<file path="src/hw/dci_cfg.svh">
// Register offsets, field positions, reset values and timing counts.
// Assumes a 250 MHz core clock and a byte-wide register port.
`ifndef DCI_CFG_SVH
`define DCI_CFG_SVH

// Register offsets.
`define DCI_OFS_CTRL 1'h0
`define DCI_OFS_CODE 1'h1

// Control register field positions.
`define DCI_BIT_ENABLE 0
`define DCI_BIT_PIN_OUTPUT_BUFFER_ENABLE 6
`define DCI_BIT_RUNSTBY 7

// Mask of implemented control bits.
`define DCI_CTRL_MASK 8'hc1

// Reset values.
`define DCI_CTRL_RST 8'h00
`define DCI_CODE_RST 8'h00

// Core clock rate in MHz.
`define DCI_CLK_MHZ 250

// Analog start-up time after wake, in ns.
`define DCI_STARTUP_NS 1000

// Start-up cycles: least time, so rounded up.
`define DCI_STARTUP_CYC \
  ((`DCI_STARTUP_NS * `DCI_CLK_MHZ + 999) / 1000)

`endif

</file>
<file path="src/hw/dci_pkg.sv">
// Types shared by the converter control block.
// Assumes the configuration header is included where constants are needed.
package dci_pkg;

  // Power state of the analog core as steered by the control logic.
  typedef enum logic [1:0] {
    DCI_OFF,
    DCI_WAKE,
    DCI_RUN
  } dci_pwr_t;

  // Signals toward the analog core, kept together.
  typedef struct packed {
    logic core_on;
    logic buf_on;
    logic internal_valid;
    logic convert;
    logic [7:0] code;
  } dci_analog_t;

  // Whole state of the control module.
  typedef struct packed {
    logic [7:0] ctrl;
    logic [7:0] code;
    logic [7:0] rdata;
    dci_pwr_t pwr;
    logic [15:0] wait_cnt;
    logic pend;
    logic stby_s1;
    logic stby_s2;
    logic pdn_s1;
    logic pdn_s2;
    dci_analog_t ana;
  } dci_state_t;

endpackage : dci_pkg

</file>
<file path="src/hw/dci_ctrl.sv">
// Control logic of one 8-bit resistor-string converter instance.
// Assumes sleep requests come from another domain and are synchronised.
//
// Function
// - Control bit 0 enables the converter.
// - Enabled: code write launches conversion two cycles on, once running.
// - Disabled: code write only stores value.
// - Writing enable one converts held code.
// - Control bit 6 drives output buffer to pin.
// - Only instance zero has a pin driver.
// - Internal output valid while enabled core is in run state.
// - Run-in-standby bit 7 keeps standby operation.
// - Standby without run-in-standby powers all off.
// - Wake restores core, buffer; start-up delay.
// - Power-down sleep always powers all off.
// - Control at 0x00, resets zero, bits 7,6,0.
// - Code register at 0x01, resets zero.
// - Debug halt leaves behaviour unchanged.
`timescale 1ns/1ps
`include "dci_cfg.svh"

module dci_ctrl #(
  // Instance number; only instance zero owns a pin driver.
  parameter int INSTANCE = 0,
  // Start-up wait after leaving a sleep state, in cycles.
  parameter logic [15:0] STARTUP_CYCLES = 16'(`DCI_STARTUP_CYC)
) (
  input wire logic CORE_CLK,
  input wire logic RESETN,
  input wire logic ADDR,
  input wire logic [7:0] WDATA,
  input wire logic WR,
  input wire logic RD,
  output logic [7:0] RDATA,
  input wire logic STANDBY,
  input wire logic POWERDOWN,
  input wire logic DEBUG_HALT,
  output logic CORE_ON,
  output logic BUF_ON,
  output logic INTERNAL_VALID,
  output logic CONVERT,
  output logic [7:0] CODE
);

  // Present state and its next value.
  dci_pkg::dci_state_t st_reg;
  dci_pkg::dci_state_t st_next;

  // Helper decode of the two register addresses.
  function automatic logic hit(input logic a, input logic ofs);
    hit = (a == ofs);
  endfunction : hit

  // Debug halt is read on purpose by nothing: behaviour is unchanged.
  logic unused_halt;
  assign unused_halt = DEBUG_HALT;

  // Next-state logic for the whole block.
  always_comb begin
    logic sleep_off;
    logic wr_ctrl;
    logic wr_code;
    logic en_new;
    sleep_off = 1'b0;
    wr_ctrl = 1'b0;
    wr_code = 1'b0;
    en_new = 1'b0;
    st_next = st_reg;
    // Two-stage synchronisers for the sleep requests.
    st_next.stby_s1 = STANDBY;
    st_next.stby_s2 = st_reg.stby_s1;
    st_next.pdn_s1 = POWERDOWN;
    st_next.pdn_s2 = st_reg.pdn_s1;
    st_next.ana.convert = 1'b0;
    st_next.rdata = 8'h00;
    // Register writes; address decode by if chain.
    if (WR && hit(ADDR, `DCI_OFS_CTRL)) begin
      wr_ctrl = 1'b1;
      st_next.ctrl = WDATA & `DCI_CTRL_MASK;
    end else if (WR && hit(ADDR, `DCI_OFS_CODE)) begin
      wr_code = 1'b1;
      st_next.code = WDATA;
    end
    // Register reads, data in the following cycle.
    if (RD && hit(ADDR, `DCI_OFS_CTRL)) begin
      st_next.rdata = st_reg.ctrl & `DCI_CTRL_MASK;
    end else if (RD && hit(ADDR, `DCI_OFS_CODE)) begin
      st_next.rdata = st_reg.code;
    end
    en_new = st_next.ctrl[`DCI_BIT_ENABLE];
    // Conversion requests: data write while enabled, or enable write.
    if (wr_code && st_reg.ctrl[`DCI_BIT_ENABLE]) begin
      st_next.pend = 1'b1;
    end else if (wr_ctrl && WDATA[`DCI_BIT_ENABLE]) begin
      st_next.pend = 1'b1;
    end
    // A code write while disabled only stores the value.
    if (!en_new) begin
      st_next.pend = 1'b0;
    end
    // Sleep that forces the core off.
    sleep_off = st_reg.pdn_s2 ||
      (st_reg.stby_s2 && !st_reg.ctrl[`DCI_BIT_RUNSTBY]);
    // Power state machine for the analog core.
    case (st_reg.pwr)
      dci_pkg::DCI_OFF: begin
        if (en_new && !sleep_off) begin
          st_next.pwr = dci_pkg::DCI_WAKE;
          st_next.wait_cnt = STARTUP_CYCLES;
        end
      end
      dci_pkg::DCI_WAKE: begin
        // Start-up time elapses before a conversion is issued.
        if (!en_new || sleep_off) begin
          st_next.pwr = dci_pkg::DCI_OFF;
        end else if (st_reg.wait_cnt <= 16'h0001) begin
          st_next.pwr = dci_pkg::DCI_RUN;
          st_next.wait_cnt = 16'h0000;
        end else begin
          st_next.wait_cnt = st_reg.wait_cnt - 16'h0001;
        end
      end
      dci_pkg::DCI_RUN: begin
        if (!en_new || sleep_off) begin
          st_next.pwr = dci_pkg::DCI_OFF;
        end else if (st_reg.pend) begin
          st_next.ana.convert = 1'b1;
          st_next.ana.code = st_reg.code;
          st_next.pend = st_next.pend && wr_code;
        end
      end
      default: begin
        st_next.pwr = dci_pkg::DCI_OFF;
      end
    endcase
    // Wake after a stopped standby re-converts the held code.
    if (st_reg.pwr == dci_pkg::DCI_RUN && sleep_off && en_new) begin
      st_next.pend = 1'b1;
    end
    st_next.ana.core_on = (st_next.pwr != dci_pkg::DCI_OFF);
    st_next.ana.internal_valid =
      (st_next.pwr == dci_pkg::DCI_RUN);
    st_next.ana.buf_on = (INSTANCE == 0) && st_next.ana.core_on &&
      st_next.ctrl[`DCI_BIT_PIN_OUTPUT_BUFFER_ENABLE];
  end

  // State register with synchronous reset.
  always_ff @(posedge CORE_CLK) begin
    if (!RESETN) begin
      st_reg <= '0;
      st_reg.ctrl <= `DCI_CTRL_RST;
      st_reg.code <= `DCI_CODE_RST;
      st_reg.pwr <= dci_pkg::DCI_OFF;
    end else begin
      st_reg <= st_next;
    end
  end

  // Outputs straight from the state flip-flops.
  assign RDATA = st_reg.rdata;
  assign CORE_ON = st_reg.ana.core_on;
  assign BUF_ON = st_reg.ana.buf_on;
  assign INTERNAL_VALID = st_reg.ana.internal_valid;
  assign CONVERT = st_reg.ana.convert;
  assign CODE = st_reg.ana.code;
endmodule : dci_ctrl

</file>
<file path="config.mk">
export PLATFORM = sky130hd
export DESIGN_NAME = dci_ctrl
export DESIGN_NICKNAME = d
export VERILOG_FILES = /design/src/hw/dci_pkg.sv /design/src/hw/dci_ctrl.sv
export VERILOG_INCLUDE_DIRS = /design/src /design/src/hw
export SDC_FILE = /design/constraint.sdc
export NUM_CORES = 1
export LEC_CHECK = 0
export BUFFER_PORTS_ARGS = -buffer_cell sky130_fd_sc_hd__buf_2
export CORE_MARGIN = 4
export CORE_UTILIZATION = 37
export CTS_BUF_LIST = sky130_fd_sc_hd__clkbuf_8 sky130_fd_sc_hd__clkbuf_16
export CTS_CLUSTER_SIZE = 8
export DETAILED_ROUTE_END_ITERATION = 10
export GPL_ROUTABILITY_DRIVEN = 1
export GPL_TIMING_DRIVEN = 0
export MAX_ROUTING_LAYER = met4
export SETUP_SLACK_MARGIN = 0.5
export SYNTH_ARGS = -nofsm -noshare
export SYNTH_HDL_FRONTEND = slang
export SYNTH_SLANG_ARGS = --single-unit
export TNS_END_PERCENT = 1
</file>
<file path="constraint.sdc">
create_clock -name CORE_CLK -period 2.9 [get_ports CORE_CLK]
set_input_delay 0.29 -clock CORE_CLK [delete_from_list [all_inputs] [get_ports CORE_CLK]]
set_output_delay 0.29 -clock CORE_CLK [all_outputs]
set_load 0.01 [all_outputs]
</file>
* Word-level counts from Yosys, hierarchy flattened
Cells that the tools add are included.
Storage, ports and cells: register bits after elaboration 54, bits of input ports 16, output and inout bits 20, word-level logic and storage cells 77
Cells by class: $add $sub $neg 1, order comparisons 1, eq/ne operators 5, muxes and demuxes 22, bitwise logic cells 6, reduce and logical (&&, ||, !) cells 25
Operators by type and width (count):
- 16-bit two-way mux | 2
- 16-bit case mux with 2 select lines | 1
- 18-bit two-way mux | 1
- 16-bit by 1-bit <= comparator with 1-bit output (second input constant) | 1
- 8-bit two-way mux | 2
- 16-bit by 1-bit subtractor with 16-bit output (second input constant) | 1
- 1-bit logical AND | 12
- 1-bit two-way mux | 10
- 9-bit two-way mux | 1
- 7-bit two-way mux | 1
- 2-bit two-way mux | 3
- 1-bit inverter | 6
- 2-bit case mux with 3 select lines | 1
- 3-bit AND reduction | 2
- 3-bit OR reduction | 2
- 2-bit == test (second input constant) | 2
- 2-bit != test (second input constant) | 2
- 2-bit nonzero test | 2
- 1-bit zero test | 3
- 2-bit by 1-bit == test with 1-bit output (second input constant) | 1
- 2-bit zero test | 1
- 1-bit logical OR | 2
- 2-bit AND reduction | 1

* Logic depth before layout (Yosys ltp)
Gate-level depths: netlist of the first run.
depth after elaboration 12, gate-level depth with buffers 7, mapped depth without buffers 7

* Worst setup path before layout of the first run
Ideal clock, no wire load.
path kind flip-flop to flip-flop, start point reg st_reg[17] (netlist name), end point reg st_reg[29] (netlist name), setup time 0.079 ns, arrival 1.836 ns, required time 2.821 ns, path slack 0.985 ns, stages on the path, launching flop included 7, buffers on the path 0, clock period less this slack 1.915 ns, path through dfxtp_1 inv_1 ha_1 nor3b_1 nand4_2 or4_1 o211ai_1
Between the ends: longest elaborated chain between the ends 4, elaborated cells on any way between the ends 5, those cells by class add/sub (1); order compare (1); mux (3)
RTL lines:
- start: declaration | RTL line dci_ctrl.sv:46 | dci_pkg::dci_state_t st_reg;
- start signal: assignment | RTL line dci_ctrl.sv:155 | st_reg <= st_next;
- 16-bit by 1-bit subtractor with 16-bit output / 16-bit by 1-bit <= comparator with 1-bit output (equally long branches) | RTL line dci_ctrl.sv:120, dci_ctrl.sv:116
- 16-bit two-way mux (*) | RTL line dci_ctrl.sv:116 | end else if (st_reg.wait_cnt <= 16'h0001) begin
- 16-bit two-way mux (*) | RTL line dci_ctrl.sv:114 | if (!en_new || sleep_off) begin
- 16-bit case mux with 2 select lines (*) | RTL line dci_ctrl.sv:105 | case (st_reg.pwr)
Mark *: on every way between the ends. The rest lies on a longest branch, timed or not. The select of a mux whose other input is x is not followed. A chain may end at the register's enable or synchronous reset.

* Final worst setup path of the first run
start point reg st_reg[21] (netlist name), end point reg st_reg[30] (netlist name)
The elaborated chain is that of the path after synthesis.

==> results of run 1 <==
Yosys cell counts (2+ instances only):
| library cell | n |
|---|---|
| o21ai_1 | 6 |
| buf_4 | 16 |
| nor4_1 | 2 |
| buf_2 | 2 |
| nand4_1 | 2 |
| inv_1 | 10 |
| ha_1 | 2 |
| dfxtp_1 | 54 |
| clkbuf_1 | 5 |
| nor3b_1 | 2 |
| nand3_2 | 2 |
| and2_1 | 10 |
| o21ai_0 | 2 |
| nor2b_1 | 2 |
| nor2_1 | 26 |
| a21oi_1 | 17 |
| and3_1 | 2 |
| or4_1 | 3 |
| a21oi_2 | 4 |
| o22ai_1 | 3 |
| o211ai_1 | 3 |
| nor3_1 | 3 |
| nand2_1 | 30 |
| nand2b_1 | 2 |
| mux2i_1 | 13 |
| a21o_1 | 2 |
| nand3_1 | 18 |
| nor3_2 | 2 |
power by group:
part | switching (W) | leakage (nW) | internal [W] | total (W)
clock network | 0.000259 | 0.0514 | 0.000197 | 0.000456
registers | 0.0000182 | 0.438 | 0.000762 | 0.000780
logic | 0.000119 | 0.686 | 0.0000764 | 0.000195
total | 0.000396 | 1.18 | 0.00104 | 0.00143
through the flow:
step | cell area (sq um) | util (%) | hold WS (ps)
finish | 2720 | 44.9 | 176
global route | 2720 | 44.9 | 177
global placement | 2620 | 43.2 | 414
floorplan | 2350 | - | 412
detailed placement | 2620 | 43.2 | 422
CTS | 2720 | 44.9 | 164
cell type report:
cell class	count	area, sq um
plain buffers	24	160
clock buffers	6	82.6
clock inverters	2	17.5
fillers	594	3340
inverters	11	41.3
multi-input cells	175	1080
flip-flops and latches	54	1080
well taps	75	93.8
repair buffers	34	170
per-layer routing:
metal,vias to the layer above,GRT usage [%]
li1,995,-
met1,859,18.1
met2,45,21.6
met3,2,2.54
met4,0,4.60
met5,-,-
logic make-up (layout without fill, tap and decap cells):
| kind of cell | count (synthesis) | in the layout | synth area share [%] |
|---|---|---|---|
| DFF | 54 | 54 | 45.9 |
| AOI/OAI and AO/OA | 47 | 47 | 13.6 |
| adders and majority gates | 2 | 2 | 1.06 |
| and+or+nand+nor | 113 | 113 | 25.4 |
| muxes | 13 | 13 | 5.53 |
| buffers and inverters | 35 | 77 | 8.56 |
worst paths after layout:
check,from,end,slack [ps],cells past startpoint
setup / recovery,st_reg[21]$_SDFFE_PN0P_,st_reg[30]$_SDFFE_PN0P_,870,6
hold / removal,STANDBY,st_next[14]$_SDFF_PN0_,180,2
setup reg to reg,st_reg[21]$_SDFFE_PN0P_,st_reg[30]$_SDFFE_PN0P_,870,6
hold reg to reg,st_next[12]$_SDFF_PN0_,st_reg[12]$_SDFF_PN0_,440,1
layout by cell type, fill, tap and decap left out, types with 2 or more instances in the layout:
cell / synthesis / layout
dfxtp_1: 54 / 54
buf_2: 2 / 36
nand2_1: 30 / 30
nor2_1: 26 / 26
nand3_1: 18 / 18
a21oi_1: 17 / 17
buf_4: 16 / 16
mux2i_1: 13 / 13
inv_1: 10 / 10
and2_1: 10 / 10
o21ai_1: 6 / 6
clkbuf_8: 0 / 6
clkbuf_1: 5 / 5
a21oi_2: 4 / 4
or4_1: 3 / 3
o22ai_1: 3 / 3
nor3_1: 3 / 3
o211ai_1: 3 / 3
and3_1: 2 / 2
a21o_1: 2 / 2
nand2b_1: 2 / 2
nor2b_1: 2 / 2
nor3_2: 2 / 2
nor4_1: 2 / 2
nand3_2: 2 / 2
nand4_1: 2 / 2
o21ai_0: 2 / 2
ha_1: 2 / 2
clkinv_4: 0 / 2
==> metrics.yaml, run 1 <==
antenna_left: 0
async_reset_ff_share_pct: 0
cts_buffers: 5
avgSynthCellArea_sq_um: 8.92
synth_ff_type: "dfxtp_1"
finalSetupTns_ps: 0
placed_cells: 373
hold_path_class: "in2reg"
overflow: 0
max_clock_freq_mhz: 494
gp_congestion: 0.839
powerDensity_nw_per_um2: 526
hpwlAfterDp_um: 3580
diodes: 0
slowest_stage: "or4_4"
drv_cap: 0
largest_register_ffs: 32
crit_buf_inv: 1
vias_per_cell: 4.99
grt_setup_unrepaired: "false"
syn_nets: 282
start_util_pct: 38.9
clkTransAtPathRegs_ps: 100
slowest_delay_ps: 590
relSlewSlack_pct: 52.4
via_count: 1901
cp.required_ps: 3100
p_total_w: 0.00143
crit_family: "simple AND/OR/NAND/NOR gates"
track_usage_pct: 13.9
grt_pass1_vias: 1761
yosys.area.top_type: "dfxtp_1"
crit_type: "reg2reg"
first_iter_violations: 63
die_w_um: 87.8
die_area_sq_um: 7700
portBuffers: 34
cts-resized-gates: 0
crit_path_end_kind: "flop"
drive_above_1_share_pct: 25.2
dp_slack_ps: 693
grt_start_max_net_pins: 18
worst_slew_pin_slew_ps: 707
cp_max_fo: 10
die_h_um: 87.8
ys_seq_area_share_pct: 45.9
rows: 28
grt_antenna_before_repair: 0
cts_setup_buffers: 0
period_minus_slack_ps: 2030
top_layer: "met4"
power_leakage_nw: 1.18
crit_chain: "or4_4 > nor4_4 > a21oi_2 > buf_6 > a21oi_2 > o22ai_1"
timing_hold_violations_final: 0
vdd.ir_drop.worst_mv: 0.219
yosysWarnings: 0
cp_common_cell: "a21oi_2"
synth_area_sq_um: 2350
syn2layout_area_growth_pct: 15.7
route.detailed.drc: 0
grt_pass1_wl_um: 8190
synthDistinctLibCells: 47
wl_per_cell_um: 12.8
synthTopCellsByArea: "dfxtp_1 (46%), mux2i_1 (5.5%), buf_4 (5.1%), nand2_1 (4.8%), nor2_1 (4.1%)"
synth_edf_count: 0
slew_viol_final: 0
wl_met2_um: 2200
cp.arrival_ps: 2220
core_region_area_sq_um: 6060
wl_met1_um: 2380
setup_viol: 0
outcome: "finished, final reports clean"
cts_hold_buf: 0
met3WireLength_um: 273
cts_sinks: 54
ctsRootBufferMaster: "clkbuf_8"
wl_um: 4880
cts_tree: "yes"
worst_slack_ps: 874
nets: 323
netlist.area_leader.share_pct: 45.9
htree_levels: 2
clock_latency_ps: 310
stdcell_count: 381
ys_ff_latch: 54
clock_skew_ps: 12.6
fin_crit_sh_pct: 69.9
firstDrtPassIters: 4
clockBufferDepth: 2
ios: 36
synthCells: 264
start_kind: "flop"
Power figures use the tool's default switching activity.
==> run 2, diff against run 1 <==
Clock period 2.9 ns to 2.1 ns, I/O delays scaled along.
==> metrics.yaml, run 2 (same netlist as run 1, synthesis figures left out) <==
outcome: "finished, final reports clean"  # unchanged
placed_cell_area_sq_um: 2640  # was 2620 sq um
fin_hold_ws_ps: 114  # was 176 ps
grt_antenna_before_repair: 0  # unchanged
die_area_sq_um: 7700  # unchanged
core_region_area_sq_um: 6060  # unchanged
grt_start_max_net_pins: 16  # was 18
clock_skew_ps: 8.49  # was 12.6 ps
timing_hold_violations_final: 0  # unchanged
final_common_cell: "dfxtp_1"  # unchanged
clock_latency_ps: 300  # was 310 ps
cts_buffers: 5  # unchanged
hpwlAfterDp_um: 3480  # was 3580 um
clkTransAtPathRegs_ps: 90  # was 100 ps
largest_register_ffs: 32  # unchanged
start_util_pct: 38.9  # unchanged
antenna_left: 0  # unchanged
route.detailed.drc: 0  # unchanged
vdd.ir_drop.worst_mv: 0.471  # was 0.219 mV
ctsRootBufferMaster: "clkbuf_8"  # unchanged
firstDrtPassIters: 4  # unchanged
first_iter_violations: 84  # was 63
clockBufferDepth: 2  # unchanged
period_minus_slack_ps: 1850  # was 2030 ps
grt_pass1_vias: 1713  # was 1,761
power_leakage_nw: 1.23  # was 1.18 nW
nets: 334  # was 323
cts_hold_buf: 0  # unchanged
track_usage_pct: 13.9  # about the same
crit_path_start: "st_reg[22]$_SDFFE_PN0P_"  # was st_reg[21]$_SDFFE_PN0P_
ios: 36  # unchanged
gp_congestion: 0.808  # was 0.839
crit_type: "reg2reg"  # unchanged
setup_viol: 0  # unchanged
cts_sinks: 54  # unchanged
grt_pass1_wl_um: 8200  # was 8190 um
cp.arrival_ps: 2040  # was 2220 ps
relSlewSlack_pct: 52.0  # was 52.4%
drv_cap: 0  # unchanged
reg2reg_slack_ps: 250  # was 870 ps
htree_levels: 2  # unchanged
grt_setup_unrepaired: "true"  # was false
max_clock_freq_mhz: 540  # was 494 MHz
vias_per_cell: 4.92  # was 4.99
r2r-start: "st_reg[22]$_SDFFE_PN0P_"  # was st_reg[21]$_SDFFE_PN0P_
via_count: 1923  # was 1,901
cp_max_fo: 5  # was 10
crit_path_end: "st_reg[32]$_SDFFE_PN0P_"  # was st_reg[30]$_SDFFE_PN0P_
fin_util_pct: 47.0  # was 44.9%
cts_tree: "yes"  # unchanged
overflow: 0  # unchanged
finalSetupTns_ps: 0  # unchanged
fin_crit_sh_pct: 88.3  # was 69.9%
crit_path_end_kind: "flop"  # unchanged
fin_area_sq_um: 2850  # was 2720 sq um
r2r_end: "st_reg[32]$_SDFFE_PN0P_"  # was st_reg[30]$_SDFFE_PN0P_
syn2layout_area_growth_pct: 21.0  # was 15.7%
worst_slew_pin_slew_ps: 713  # was 707 ps
slew_viol_final: 0  # unchanged
cp.required_ps: 2290  # was 3100 ps
wl_um: 4950  # was 4880 um
die_w_um: 87.8  # unchanged
rows: 28  # unchanged
worst_slack_ps: 247  # was 874 ps
drive_above_1_share_pct: 30.1  # was 25.2%
portBuffers: 34  # unchanged
start_kind: "flop"  # unchanged
wl_per_cell_um: 12.7  # was 12.8 um
ff2ff_path_depth: 6  # unchanged
die_h_um: 87.8  # unchanged
hold_path_class: "in2reg"  # unchanged
final_cell_mix: "dfxtp_1 (48), buf_2 (37), nand2_1 (30)"  # was dfxtp_1 (54), buf_2 (36), nand2_1 (30)
powerDensity_nw_per_um2: 684  # was 526 nW/um^2
dp_slack_ps: 59.4  # was 693 ps
diodes: 0  # unchanged
run 2: what timing repair did:
item / in CTS / in global routing
pin swaps: 7 / 4
setup buffers: 7 / 3
endpoints found under the setup margin: 27 / 28
resized for setup: 10 / 3
gates cloned: 1 / 0
run 2: power by group:
part           switching (W)  internal, W  leakage (nW)
logic               0.000183     0.000141         0.744
registers          0.0000271      0.00105         0.442
clock network       0.000323     0.000225        0.0414
run 2: worst min-delay path by stage:
| stage | from | cells past startpoint | to |
|---|---|---|---|
| final | POWERDOWN | 2 | st_next[12]$_SDFF_PN0_ |
| after global routing | POWERDOWN | 2 | st_next[12]$_SDFF_PN0_ |
| after CTS | POWERDOWN | 2 | st_next[12]$_SDFF_PN0_ |
| after detailed placement | st_next[12]$_SDFF_PN0_ | 1 | st_reg[12]$_SDFF_PN0_ |
| after global placement | st_next[14]$_SDFF_PN0_ | 1 | st_reg[14]$_SDFF_PN0_ |
| after floorplan | POWERDOWN | 1 | st_next[12]$_SDFF_PN0_ |
run 2: area by class of cell:
cell class / count / area (sq um)
Buffer: 24 / 160
Clock buffer: 5 / 68.8
Timing Repair Buffer: 45 / 250
Multi-Input combinational cell: 175 / 1130
Sequential cell: 54 / 1090
Fill cell: 599 / 3210
Clock inverter: 2 / 11.3
Tap cell: 75 / 93.8
Inverter: 11 / 41.3
run 2: critical path, cell delays in order, from the launching register on:
cell	delay (ps)
dfxtp_4	350
or4_4	550
nor4_4	340
a21oi_2	140
buf_6	160
a21oi_2	110
o22ai_1	80
run 2: metrics by stage:
step           instances  power (W)
2_1_floorplan        264    0.00130
3_3_place_gp         373    0.00137
3_5_place_dp         373    0.00137
4_1_cts              388    0.00195
5_1_grt              391    0.00205
6_report             391    0.00195
run 2: layer usage:
metal	up-vias	GRT usage (%)	wire [um]
met5	-	-	0
met4	0	4.46	47
met3	4	2.82	227
met2	35	21.1	2150
met1	877	18.6	2530
li1	1007	-	-
==> run 3, diff against run 2 <==
--- a/config.mk
+++ b/config.mk
@@ -15,5 +15,4 @@
 export GPL_ROUTABILITY_DRIVEN = 1
 export GPL_TIMING_DRIVEN = 0
-export MAX_ROUTING_LAYER = met4
 export SETUP_SLACK_MARGIN = 0.5
 export SYNTH_ARGS = -nofsm -noshare
==> constraint.sdc (replaced) <==
create_clock -name CORE_CLK -period 2.1 [get_ports CORE_CLK]
set_input_delay 0.105 -clock CORE_CLK [delete_from_list [all_inputs] [get_ports CORE_CLK]]
set_output_delay 0.105 -clock CORE_CLK [all_outputs]
set_load 0.01 [all_outputs]
==> metrics.yaml, run 3 (same netlist as run 1, synthesis figures left out) <==
antenna_left: 0  # unchanged
worst_slew_pin_slew_ps: 713  # about the same
clock_skew_ps: 6.95  # was 8.49 ps
portBuffers: 34  # unchanged
cts_sinks: 54  # unchanged
cp.arrival_ps: 2040  # about the same
start_kind: "flop"  # unchanged
grt_pass1_vias: 1708  # was 1,713
hold_path_class: "in2reg"  # unchanged
power_leakage_nw: 1.23  # about the same
fin_crit_sh_pct: 88.2  # was 88.3%
hpwlAfterDp_um: 3480  # unchanged
via_count: 1927  # was 1,923
cts_tree: "yes"  # unchanged
crit_path_start: "st_reg[22]$_SDFFE_PN0P_"  # unchanged
grt_setup_unrepaired: "true"  # unchanged
cp.required_ps: 2290  # about the same
first_iter_violations: 74  # was 84
finalSetupTns_ps: 0  # unchanged
max_clock_freq_mhz: 540  # about the same
grt_antenna_before_repair: 0  # unchanged
ios: 36  # unchanged
timing_hold_violations_final: 0  # unchanged
period_minus_slack_ps: 1850  # about the same
wl_um: 4960  # was 4950 um
relSlewSlack_pct: 52.1  # was 52.0%
slew_viol_final: 0  # unchanged
grt_start_max_net_pins: 16  # unchanged
nets: 335  # was 334
vias_per_cell: 4.92  # about the same
wl_per_cell_um: 12.7  # about the same
route.detailed.drc: 0  # unchanged
die_w_um: 87.8  # unchanged
vdd.ir_drop.worst_mv: 0.471  # about the same
clockBufferDepth: 2  # unchanged
crit_type: "reg2reg"  # unchanged
htree_levels: 2  # unchanged
drv_cap: 0  # unchanged
min_from: "STANDBY"  # was POWERDOWN
fin_area_sq_um: 2860  # was 2850 sq um
track_usage_pct: 13.5  # was 13.9%
r2r-start: "st_reg[22]$_SDFFE_PN0P_"  # unchanged
core_region_area_sq_um: 6060  # unchanged
placed_cell_area_sq_um: 2640  # unchanged
gp_congestion: 0.796  # was 0.808
overflow: 0  # unchanged
cp_max_fo: 5  # unchanged
start_util_pct: 38.9  # unchanged
grt_pass1_wl_um: 8200  # unchanged
syn2layout_area_growth_pct: 21.5  # was 21.0%
die_h_um: 87.8  # unchanged
die_area_sq_um: 7700  # unchanged
largest_register_ffs: 32  # unchanged
final_common_cell: "dfxtp_1"  # unchanged
ctsRootBufferMaster: "clkbuf_8"  # unchanged
nFillCells: 598  # was 599
final_cell_mix: "dfxtp_1 (48), buf_2 (37), nand2_1 (30)"  # unchanged
powerDensity_nw_per_um2: 682  # was 684 nW/um^2
diodes: 0  # unchanged
outcome: "finished, final reports clean"  # unchanged
clkTransAtPathRegs_ps: 90  # about the same
firstDrtPassIters: 4  # unchanged
cts_buffers: 5  # unchanged
setup_viol: 0  # unchanged
drive_above_1_share_pct: 30.0  # was 30.1%
rows: 28  # unchanged
clock_latency_ps: 300  # about the same
crit_path_end_kind: "flop"  # unchanged
-- run 3: where the power goes --
group | switching [W] | internal, W
clock | 0.000321 | 0.000225
sequential | 0.0000270 | 0.00105
combinational | 0.000183 | 0.000143
total | 0.000531 | 0.00142
-- run 3: final cells by class --
type	count	area [sq um]	share of cell area, %
Sequential cell	54	1090	38.2
Clock buffer	5	68.8	2.41
Timing Repair Buffer	46	260	9.10
Buffer	24	160	5.60
Clock inverter	2	11.3	0.394
Inverter	11	41.3	1.44
Tap cell	75	93.8	3.28
Multi-Input combinational cell	175	1130	39.5
-- run 3: critical path, stage by stage, from the launching register on --
cell and delay [ps]:
dfxtp_4 350, or4_4 550, nor4_4 340, a21oi_2 140
buf_6 160, a21oi_2 110, o22ai_1 80
-- run 3: path summary, 6_finish.rpt --
path,endpoint,slack [ps],depth (start not counted)
worst max-delay path,st_reg[32]$_SDFFE_PN0P_,250,6
worst min-delay path,st_next[14]$_SDFF_PN0_,10,2
worst max register to register,st_reg[32]$_SDFFE_PN0P_,250,6
worst min register to register,st_reg[12]$_SDFF_PN0_,440,1
-- run 3: routing by layer --
metal / vias up / share of wire [%] / GRT usage [%]
li1: 1008 / - / -
met1: 874 / 50 / 18.7
met2: 41 / 44 / 21.0
met3: 4 / 5.3 / 2.82
met4: 0 / 0.93 / 4.46
met5: - / 0 / 0
-- run 3: per-stage QoR --
stage	setup slack [ps]	std cells	total power [W]	hold slack [ps]	util, %
3_3_place_gp	148	373	0.00137	314	43.5
3_5_place_dp	164	373	0.00137	315	43.5
5_1_grt	170	392	0.00205	6.76	47.2
6_report	247	392	0.00195	11.9	47.2
2_1_floorplan	361	264	0.00130	232	-
4_1_cts	249	388	0.00195	1.75	46.5
-- run 3: timing repair --
| item | CTS | global route |
|---|---|---|
| gates resized for setup | 10 | 3 |
| pin swaps | 7 | 4 |
| hold endpoints to repair | 0 | 1 |
| buffers inserted | 7 | 3 |
| hold buffers | 0 | 1 |
| gates cloned | 1 | 0 |
| endpoints found under the setup margin | 27 | 28 |
